**src/psa_consts.svh**
```systemverilog
`ifndef PSA_CONSTS_SVH
`define PSA_CONSTS_SVH
`define PSA_PAGE_CFG_BIT  7
`define PSA_EA_MSB        15
`define PSA_CORE_PSV_BIT  2
`define PSA_ZERO_BYTE     8'h00
`define PSA_ZERO_WORD     16'h0000
`define PSA_ZERO_ADDR     24'h000000
`define PSA_ZERO_WIDE     24'h000000
`endif

```
**src/psa_pkg.sv**
```systemverilog
package psa_pkg;
  typedef enum logic [4:0] {
    PSA_IDLE  = 5'h01,
    PSA_TBL   = 5'h02,
    PSA_VIS1  = 5'h04,
    PSA_VIS2  = 5'h08,
    PSA_DONE  = 5'h10
  } psa_state_t;

  typedef enum logic [2:0] {
    PSA_OP_RDL = 3'h0,
    PSA_OP_RDH = 3'h1,
    PSA_OP_WTL = 3'h2,
    PSA_OP_WTH = 3'h3,
    PSA_OP_DRD = 3'h4,
    PSA_OP_DWR = 3'h5
  } psa_op_t;

  typedef struct packed {
    logic        valid;
    psa_op_t     op;
    logic        byte_mode;
    logic [15:0] ea;
    logic [15:0] wdata;
    logic [7:0]  table_page;
    logic [7:0]  visibility_page;
    logic [15:0] core_control;
  } psa_req_t;

  typedef struct packed {
    psa_state_t  state;
    logic [23:0] addr;
    logic        cfg_space;
    logic        wr;
    logic [1:0]  lane_we;
    logic [23:0] mem_wdata;
    logic        mem_req;
    psa_op_t     op;
    logic        byte_mode;
    logic        bsel;
    logic [15:0] rdata;
    logic        done;
  } psa_regs_t;
endpackage

```
**src/psa_program_space_access_unit.sv**
```systemverilog
// Behaviour
// - the block joins a 24-bit program memory to a 16-bit data path.
// - table accesses use table_page above the 16-bit effective address.
// - table_page top bit picks user (0) or configuration (1) memory.
// - visibility uses visibility_page above the low 15 address bits.
// - visibility accesses always reach user memory, top address bit zero.
// - visibility ignores address bit 15; it comes from visibility_page bit 0.
// - program words sit two address units apart, matching data words.
// - word-mode table_read_low returns program bits 15..0.
// - byte-mode table_read_low returns upper byte if select is 1, else lower.
// - word-mode table_read_high returns bits 23..16 with high byte zero.
// - byte-mode table_read_high returns zero for the phantom byte.
// - only the high table operations touch program bits 23..16.
// - table reads and high writes work in byte and word sizes; a byte-mode low write zeroes the other low-word byte.
// - the visibility window is read-only and shows only the low word.
// - visibility needs the core_control enable bit and address top bit set.
// - a visibility read takes one extra cycle for its second fetch.
`include "psa_consts.svh"
`timescale 1ns/1ps
`default_nettype none
module psa_program_space_access_unit
  import psa_pkg::*;
(
  input  wire logic        clk,
  input  wire logic        rst_n,
  input  wire psa_req_t    req,
  output logic             req_ready,
  output logic             rsp_valid,
  output logic [15:0]      rsp_rdata,
  output logic             vis_hit,
  output logic             mem_req,
  output logic [23:0]      mem_addr,
  output logic             mem_cfg_space,
  output logic             mem_wr,
  output logic [1:0]       mem_lane_we,
  output logic [23:0]      mem_wdata,
  input  wire logic [23:0] mem_rdata
);
  psa_regs_t r_ff;
  psa_regs_t nxt_r;
  logic      is_tbl;
  logic      is_vis;
  logic      bsel_in;
  // byte picked from the low program word for byte reads
  logic [15:0] low_pick;

  // decode of the incoming request
  always_comb begin
    is_tbl  = (req.op == PSA_OP_RDL) || (req.op == PSA_OP_RDH) ||
              (req.op == PSA_OP_WTL) || (req.op == PSA_OP_WTH);
    is_vis  = (req.op == PSA_OP_DRD || req.op == PSA_OP_DWR) &&
              req.ea[`PSA_EA_MSB] &&
              req.core_control[`PSA_CORE_PSV_BIT];
    bsel_in = req.ea[0];
  end

  // byte steering shared by table_read_low and window byte reads
  psa_lane_pick #(
    .LANE_W (8)
  ) u_low_pick (
    .word_in  (mem_rdata[15:0]),
    .pick_hi  (r_ff.bsel),
    .word_out (low_pick)
  );

  // next-state logic
  always_comb begin
    // hold everything; pulses drop unless armed again below
    nxt_r         = r_ff;
    nxt_r.done    = 1'b0;
    nxt_r.mem_req = 1'b0;
    case (r_ff.state)
      PSA_IDLE: begin
        if (req.valid && is_tbl) begin
          nxt_r.state     = PSA_TBL;
          nxt_r.op        = req.op;
          nxt_r.byte_mode = req.byte_mode;
          nxt_r.bsel      = bsel_in;
          // word address keeps ea bit 0 as byte select only
          nxt_r.addr      = {req.table_page, req.ea[15:1], 1'b0};
          nxt_r.cfg_space = req.table_page[`PSA_PAGE_CFG_BIT];
          nxt_r.wr        = (req.op == PSA_OP_WTL) ||
                            (req.op == PSA_OP_WTH);
          nxt_r.mem_req   = 1'b1;
          nxt_r.lane_we   = 2'b00;
          nxt_r.mem_wdata = `PSA_ZERO_WIDE;
          if (req.op == PSA_OP_WTL) begin
            // low word lane only
            if (req.byte_mode) begin
              nxt_r.lane_we   = 2'b01;
              nxt_r.mem_wdata = bsel_in ?
                {8'h00, req.wdata[7:0], 8'h00} :
                {16'h0000, req.wdata[7:0]};
            end else begin
              nxt_r.lane_we   = 2'b01;
              nxt_r.mem_wdata = {8'h00, req.wdata};
            end
          end else if (req.op == PSA_OP_WTH) begin
            // only the high write reaches bits 23..16
            nxt_r.lane_we   = (req.byte_mode && bsel_in) ? 2'b00 : 2'b10;
            nxt_r.mem_wdata = {req.wdata[7:0], 16'h0000};
          end
          if (nxt_r.wr && req.byte_mode && req.op == PSA_OP_WTL)
            nxt_r.lane_we = bsel_in ? 2'b01 : 2'b01;
        end else if (req.valid && is_vis && req.op == PSA_OP_DRD) begin
          nxt_r.state     = PSA_VIS1;
          nxt_r.op        = PSA_OP_DRD;
          nxt_r.byte_mode = req.byte_mode;
          nxt_r.bsel      = bsel_in;
          // bit 23 forced low, bit 15 from page bit 0
          nxt_r.addr      = {1'b0, req.visibility_page, req.ea[14:1], 1'b0};
          nxt_r.cfg_space = 1'b0;
          nxt_r.wr        = 1'b0;
          nxt_r.lane_we   = 2'b00;
          nxt_r.mem_wdata = `PSA_ZERO_WIDE; // no stale write data
          nxt_r.mem_req   = 1'b1;
        end else if (req.valid && is_vis) begin
          nxt_r.done  = 1'b1; // write dropped
          nxt_r.rdata = `PSA_ZERO_WORD;
        end
      end
      PSA_TBL: begin
        // answer from the word fetched on entry
        nxt_r.state = PSA_DONE;
        nxt_r.done  = 1'b1;
        nxt_r.wr    = 1'b0;
        nxt_r.lane_we = 2'b00;
        case (r_ff.op)
          PSA_OP_RDL: begin
            if (!r_ff.byte_mode)
              nxt_r.rdata = mem_rdata[15:0];
            else
              nxt_r.rdata = low_pick;
          end
          PSA_OP_RDH: begin
            if (r_ff.byte_mode && r_ff.bsel)
              nxt_r.rdata = `PSA_ZERO_WORD;
            else
              nxt_r.rdata = {`PSA_ZERO_BYTE, mem_rdata[23:16]};
          end
          default: nxt_r.rdata = `PSA_ZERO_WORD;
        endcase
      end
      PSA_VIS1: begin
        // second fetch cycle lengthens the access
        nxt_r.state   = PSA_VIS2;
        nxt_r.mem_req = 1'b1;
      end
      PSA_VIS2: begin
        // the second fetch carries the data word
        nxt_r.state = PSA_DONE;
        nxt_r.done  = 1'b1;
        if (r_ff.byte_mode)
          nxt_r.rdata = low_pick;
        else
          nxt_r.rdata = mem_rdata[15:0]; // low word only
      end
      PSA_DONE: begin
        // one turnaround cycle before the next take
        nxt_r.state = PSA_IDLE;
      end
      default: nxt_r.state = PSA_IDLE;
    endcase
  end

  // state register
  always_ff @(posedge clk or negedge rst_n) begin
    if (!rst_n) begin
      r_ff <= '{
        state:     PSA_IDLE,
        addr:      `PSA_ZERO_ADDR,
        cfg_space: 1'b0,
        wr:        1'b0,
        lane_we:   2'b00,
        mem_wdata: `PSA_ZERO_WIDE,
        mem_req:   1'b0,
        op:        PSA_OP_RDL,
        byte_mode: 1'b0,
        bsel:      1'b0,
        rdata:     `PSA_ZERO_WORD,
        done:      1'b0
      };
    end else begin
      r_ff <= nxt_r;
    end
  end

  // handshake outputs, decoded from state and request
  assign req_ready     = (r_ff.state == PSA_IDLE);
  assign rsp_valid     = r_ff.done;
  assign vis_hit       = is_vis;

  // read data from flops
  assign rsp_rdata     = r_ff.rdata;

  // memory side, all registered
  assign mem_req       = r_ff.mem_req;
  assign mem_addr      = r_ff.addr;
  assign mem_cfg_space = r_ff.cfg_space;
  assign mem_wr        = r_ff.wr;
  assign mem_lane_we   = r_ff.lane_we;
  assign mem_wdata     = r_ff.mem_wdata;
endmodule

// picks one half of a word onto the low lane, upper lane zero-filled
module psa_lane_pick #(
  parameter int unsigned LANE_W = 8
) (
  input  wire logic [2*LANE_W-1:0] word_in,
  input  wire logic                pick_hi,
  output logic      [2*LANE_W-1:0] word_out
);
  // the lane left out never leaks into the result
  always_comb begin
    word_out             = '0;
    word_out[LANE_W-1:0] = pick_hi ? word_in[2*LANE_W-1:LANE_W] :
                                     word_in[LANE_W-1:0];
  end
endmodule
`default_nettype wire

```
**config.mk**
```make
export PLATFORM = sky130hd
export DESIGN_NAME = psa_program_space_access_unit
export DESIGN_NICKNAME = d
export VERILOG_FILES = /design/src/psa_pkg.sv /design/src/psa_program_space_access_unit.sv
export VERILOG_INCLUDE_DIRS = /design/src
export SDC_FILE = /design/constraint.sdc
export NUM_CORES = 1
export LEC_CHECK = 0
export ABC_AREA = 1
export BUFFER_PORTS_ARGS = -buffer_cell sky130_fd_sc_hd__buf_2
export CAP_MARGIN = 20
export CORE_AREA = 3 3 101 103
export CTS_CLUSTER_DIAMETER = 150
export DETAILED_ROUTE_END_ITERATION = 12
export DIE_AREA = 0 0 104 106
export PLACE_DENSITY = 0.79
export SYNTH_ARGS = -nofsm -noshare
export SYNTH_HDL_FRONTEND = slang
export SYNTH_SLANG_ARGS = --single-unit
export TNS_END_PERCENT = 100
```
**constraint.sdc**
```tcl
create_clock -name clk -period 1.7 [get_ports clk]
set_input_delay 0.255 -clock clk [delete_from_list [all_inputs] [get_ports clk]]
set_output_delay 0.255 -clock clk [all_outputs]
set_load 0.02 [all_outputs]
```
==> results of run 1 <==
-- kinds of logic (layout without fill, tap and decap cells) --
group                  after synthesis  in the layout  synth area share
AO/OA/AOI/OAI                       26             26            0.0325
other                                1              1          0.000812
AND/OR/NAND/NOR                    368            368             0.371
buffers and inverters              127            228             0.172
flip-flops                          78             78             0.423
-- per-layer routing --
| metal | GRT usage | up-vias |
|---|---|---|
| li1 | - | 2075 |
| met1 | 0.296 | 1974 |
| met2 | 0.370 | 202 |
| met3 | 0.0498 | 17 |
| met4 | 0.0570 | 0 |
| met5 | 0 | - |
-- through the flow --
| stage | hold WS (ps) | util | worst slack, ps | instance area [sq um] | power [W] |
|---|---|---|---|---|---|
| 3_5_place_dp | 254 | 0.549 | 151 | 5090 | 0.00584 |
| 4_1_cts | 94.8 | 0.571 | 92.4 | 5300 | 0.00719 |
| 5_1_grt | 100 | 0.571 | 5.67 | 5300 | 0.00767 |
| 6_report | 111 | 0.571 | 86.8 | 5300 | 0.00715 |
| 3_3_place_gp | 245 | 0.549 | 196 | 5090 | 0.00576 |
| 2_1_floorplan | -40.6 | - | 298 | 4620 | 0.00530 |
-- cell type report --
| cell class | count | share of cell area |
|---|---|---|
| sequential | 78 | 0.368 |
| inverter | 33 | 0.0234 |
| tap | 129 | 0.0304 |
| clock inverter | 5 | 0.00637 |
| timing repair buffer | 179 | 0.191 |
| multi-input combinational | 395 | 0.352 |
| clock buffer | 11 | 0.0286 |
-- critical path: cells and delay by family (launching register included) --
kind | cells | cell delay (ps)
DFF | 1 | 560
and+or+nand+nor | 5 | 530
buffers and inverters | 2 | 400
-- worst paths after layout --
path / depth (start not counted) / end / slack (ps) / start
max: 7 / mem_addr[6] / 90 / r_ff[75]
min: 3 / mem_addr[23] / 110 / req[31]
max reg2reg: 7 / mem_addr[6] / 90 / r_ff[75]
min reg2reg: 2 / mem_wr / 480 / mem_wr
max in group asynchronous: 3 / mem_wdata[2] / 710 / rst_n
min in group asynchronous: 2 / rsp_rdata[9] / 410 / rst_n
-- sequential cells by signal, summed over array words and instances, names as in the netlist --
register and count:
mem_wdata 24, r_ff 10, rsp_rdata 16, mem_wr 1, mem_lane_we 2, mem_addr 23, mem_req 1, rsp_valid 1
-- placed cells by master (no fill, tap or decap), types with 2 or more instances in the layout --
cell        instances
a21boi_1            8
a21oi_1             9
buf_12              3
buf_2             149
buf_4              26
clkbuf_8           11
clkinv_2            2
clkinvlp_4          2
dfrtp_1            77
inv_1              28
inv_2               5
nand2_1           172
nand2_2             3
nand3_1           109
nand3_2             2
nand3_4             2
nand4_1            26
nor2_1             42
nor2_2              2
nor2_4              5
o21ai_0             9
-- report_power, final --
group	switching, W	internal [W]
sequential	0.000313	0.00238
combinational	0.00208	0.00107
clock	0.000697	0.000608
-- repair_timing --
item / 4_1_cts / 5_1_grt
setup endpoints to repair: 1 / 0
hold buffers: 1 / 0
hold endpoints to repair: 33 / 0
buffers inserted: 2 / 0
==> results.txt, run 1 <==
Synth cell types: 27
CTS tree: done
Endpoints failing hold: 0
# setup viols final: 0
Most frequent cell after synthesis: nand2_1
Clk_lat worst skew: 340 ps
Ant diodes: 0
Num ports: 167
Count of buffers from port buffering: 150
CTS resizes: 0
CTS sink cnt: 78
#FFs+latches synth: 78
WL met3: 956 um
Multi-input combinational cell area: 1870 sq um
Die width: 104 um
Crit path kind: flop to flop
Worst Skew: 6.48 ps
CP peak stage delay: 560 ps
Ranking of synthesized cells by area: dfrtp_1 (42%), nand2_1 (14%), nand3_1 (12%), buf_4 (11%), nand4_1 (3.5%)
Slew Limit Fails: 0
Number of max-cap violations: 0
Ys Warns: 0
Outcome: complete, no violations
Lkg Pwr: 3.15 nW
Worst-path clk slew: 80 ps
Max layer used: met4
Die height: 106 um
RSZ-0062 raised after global routing: no
DRC: 0
Async S/R FF share, synth: 1.00
Critical-path cell list: nand2_1 > nor2_8 > buf_4 > nand3_4 > buf_12 > nand3_1 > nand2_1
Fin cells: 830
Fin crit share: 0.949
Initial Util: 0.497
DPL Wire Length: 8.80 mm
Wirelength per Cell: 14.5 um
Antenna Nets Post-Route: 0
Area growth, synth to finish: 14.9%
Via-to-Cell Ratio: 5.14
Initial antenna violation count: 0
VDD IR-drop max: 0.540 mV
Relative slew slack: 0.657
Synth Instances: 600
Post-synth top area share: 0.417
First-pass GRT wire length: 20.2 mm
Crit-path slowest cell: dfstp_2
CP max FO: 38
Top_reg_cell synth: dfrtp_1
Yosys top cell by area: dfrtp_1
Synthesized area: 4620 sq um
List of most frequent post-synthesis cells: nand2_1 (172), nand3_1 (109), dfrtp_1 (77)
Nets: 791
H-tree depth: 3
Setup crit end kind: flop
Placeable Area: 9280 sq um
FF/Latch Area: 1950 sq um
DRT met1 WL: 5.06 mm
Number of placed cells counting well taps: 811
Most common cell on crit path: nand2_1
Least-Margin Pin Slew: 513 ps
Seq/Total Area, Yosys: 0.423
Syn Nets: 695
Vias in the first global route: 4119
Post-Route WL: 12.0 mm
First drt pass iteration count: 5
Power per cell area: 1350 nW/um^2
FMAX: 620 MHz
Mean Syn Cell Area: 7.69 sq um
Fraction of layout cells with a size suffix above 1: 0.310
Setup_tns: 0 ps
Fill cells: 913
Minimum clock period: 1610 ps
Largest net degree at the start of global routing: 39
Die area: 11000 sq um
Class of the worst hold path: input port to flop
Post-synth EDFFs: 0
RePlAce Congestion: 0.887
Row count: 35
Clk buf depth: 2
CTS root buffer: clkbuf_8
Metal2 WL: 5.82 mm
Total track usage: 0.223
CP required: 1930 ps
Iter 0 DRT Violations: 326
CP startpoint kind: flop
Worst path arrival time: 1850 ps
GRT overflow: 0
Num CTS Buffers: 9
Vias after detailed routing: 4268
(Power assumes the default switching activity.)
==> run 2, diff against run 1 <==
CORE_AREA = 3 3 108 110   (was 3 3 101 103)
DIE_AREA = 0 0 111 113   (was 0 0 104 106)
PLACE_DENSITY = 0.7   (was 0.79)
==> run 2 against run 1 <==
  * Sequential share of layout area shrank 0.28 points
  * Core utilization down 7.6 points
  * Sequential cell count did not move
  * Critical path type is now flop to output pin
  * First-iteration DRC count rose by 23%
  * Highest routed layer unchanged
  * Critical endpoint is now req_ready
==> results.txt, run 2 (synthesis results as in run 1) <==
Outcome: complete, no violations
Global Route met2 Usage: 0.311
Flop-to-flop setup slack: 140 ps
Num ports: 167
FMAX: 619 MHz
Highest-count cells in the layout ignoring fill and taps: nand2_1 (172), buf_2 (149), nand3_1 (109)
Post-Route WL: 11.9 mm
Setup crit end kind: output pin
Iter 0 DRT Violations: 401
Fin crit share: 0.951
Endpoints failing hold: 0
Relative slew slack: 0.663
Minimum clock period: 1620 ps
Met3 Use GR: 0.0487
Critical-path cell list: nor2_4 > nand2_4 > nor2_8 > buf_2
Crit path launch: r_ff[78]
Initial Util: 0.428
RePlAce Congestion: 0.886
H-tree depth: 3
CTS sink cnt: 78
CTS tree: done
Area growth, synth to finish: 15.8%
Antenna Nets Post-Route: 0
Wirelength per Cell: 14.1 um
Class of the worst hold path: input port to flop
First drt pass iteration count: 5
Die width: 111 um
Num CTS Buffers: 9
Worst Skew: 8.41 ps
Commonest non-fill, non-tap cell in the layout: nand2_1
Via-to-Cell Ratio: 5.02
Lkg Pwr: 3.16 nW
Setup ws final: 83.3 ps
GR peak layer: met2
First-pass GRT wire length: 19.9 mm
Vias in the first global route: 4154
# setup viols final: 0
Fraction of layout cells with a size suffix above 1: 0.307
Post-Place Worst Slack: 89.6 ps
Clk buf depth: 2
Fill cells: 1060
Die height: 113 um
VDD IR-drop max: 0.491 mV
GRT overflow: 0
RSZ-0062 raised after global routing: no
Largest net degree at the start of global routing: 39
Clk_lat worst skew: 350 ps
Number of max-cap violations: 0
Worst-path clk slew: 80 ps
GRT met1 Usage: 0.261
CP max FO: 4
Count of buffers from port buffering: 150
Die area: 12500 sq um
Fin area: 5350 sq um
Initial antenna violation count: 0
Nets: 788
Setup crit end: req_ready
DRC: 0
CP required: 1440 ps
DPL Wire Length: 8.77 mm
CP startpoint kind: flop
Slew Limit Fails: 0
Crit path kind: flop to output pin
Setup_tns: 0 ps
Hold slack final: 114 ps
Placeable Area: 10800 sq um
Least-Margin Pin Slew: 504 ps
Crit-path slowest cell: dfrtp_2
Number of flip-flops in the largest register: 24
Total track usage: 0.194
Vias after detailed routing: 4206
Power per cell area: 1380 nW/um^2
Row count: 38
CTS root buffer: clkbuf_8
RR Startpoint: r_ff[78]
CP peak stage delay: 440 ps
Worst r2r dst: r_ff[19]
Worst R2R Path Depth: 8
Ant diodes: 0
Worst path arrival time: 1360 ps
Placed cell area: 5090 sq um
run 2: changes by cell type in the layout (fill, tap and decap cells not counted):
cell,before,now
dfrtp_1,77,76
dfrtp_2,0,1
bufinv_16,0,1
clkinv_4,1,0
clkinvlp_4,2,1
buf_12,3,4
buf_6,0,1
clkinv_2,2,0
clkbuf_8,11,13
buf_4,26,21
clkbuf_1,0,1
run 2: area by class of cell:
| cell class | count | area (sq um) | share of cell area |
|---|---|---|---|
| repair buffers | 176 | 1000 | 0.188 |
| clock buffers | 14 | 183 | 0.0342 |
| well taps | 140 | 175 | 0.0328 |
| flip-flops and latches | 78 | 1950 | 0.366 |
| inverters | 33 | 124 | 0.0232 |
| clock inverters | 2 | 37.5 | 0.00702 |
| multi-input cells | 395 | 1870 | 0.349 |
run 2: worst min path at each step:
stage                       start       endpoint  slack [ps]  cells after the start
final                     req[31]   mem_addr[23]         110                      3
after global routing      req[31]   mem_addr[23]         110                      3
after CTS                 req[31]   mem_addr[23]          90                      3
after detailed placement    rst_n  rsp_rdata[11]         170                      1
after global placement      rst_n  rsp_rdata[11]         170                      1
after floorplan             rst_n   mem_addr[10]         -40                      0
run 2: timing repair:
item / in CTS / in global routing
pin swaps: 1 / 0
hold buffers: 1 / 0
endpoints found under the setup margin: 1 / 38
resized for setup: 0 / 2
setup buffers: 1 / 0
hold endpoints to repair: 20 / 0
run 2: per-stage QoR:
step | power, W | cells | util
after global routing | 0.00788 | 838 | 0.495
after floorplan | 0.00530 | 600 | -
after global placement | 0.00574 | 820 | 0.472
after CTS | 0.00742 | 838 | 0.495
final | 0.00735 | 838 | 0.495
after detailed placement | 0.00582 | 820 | 0.472
run 2: report_power, final:
part,switching (W),total [W],internal [W]
registers,0.000316,0.00270,0.00238
clock network,0.000681,0.00152,0.000841
logic,0.00205,0.00314,0.00109
run 2: worst max-delay path, delay by kind of cell (launching register included):
| family | cells | cell delay [ps] |
|---|---|---|
| buffers and inverters | 1 | 180 |
| flip-flops | 1 | 440 |
| AND/OR/NAND/NOR | 3 | 390 |
run 2: per-layer routing:
layer | wire length (um) | part of all wire
met5 | 0 | 0
met2 | 5550 | 0.47
met1 | 5250 | 0.44
met4 | 176 | 0.015
met3 | 876 | 0.074
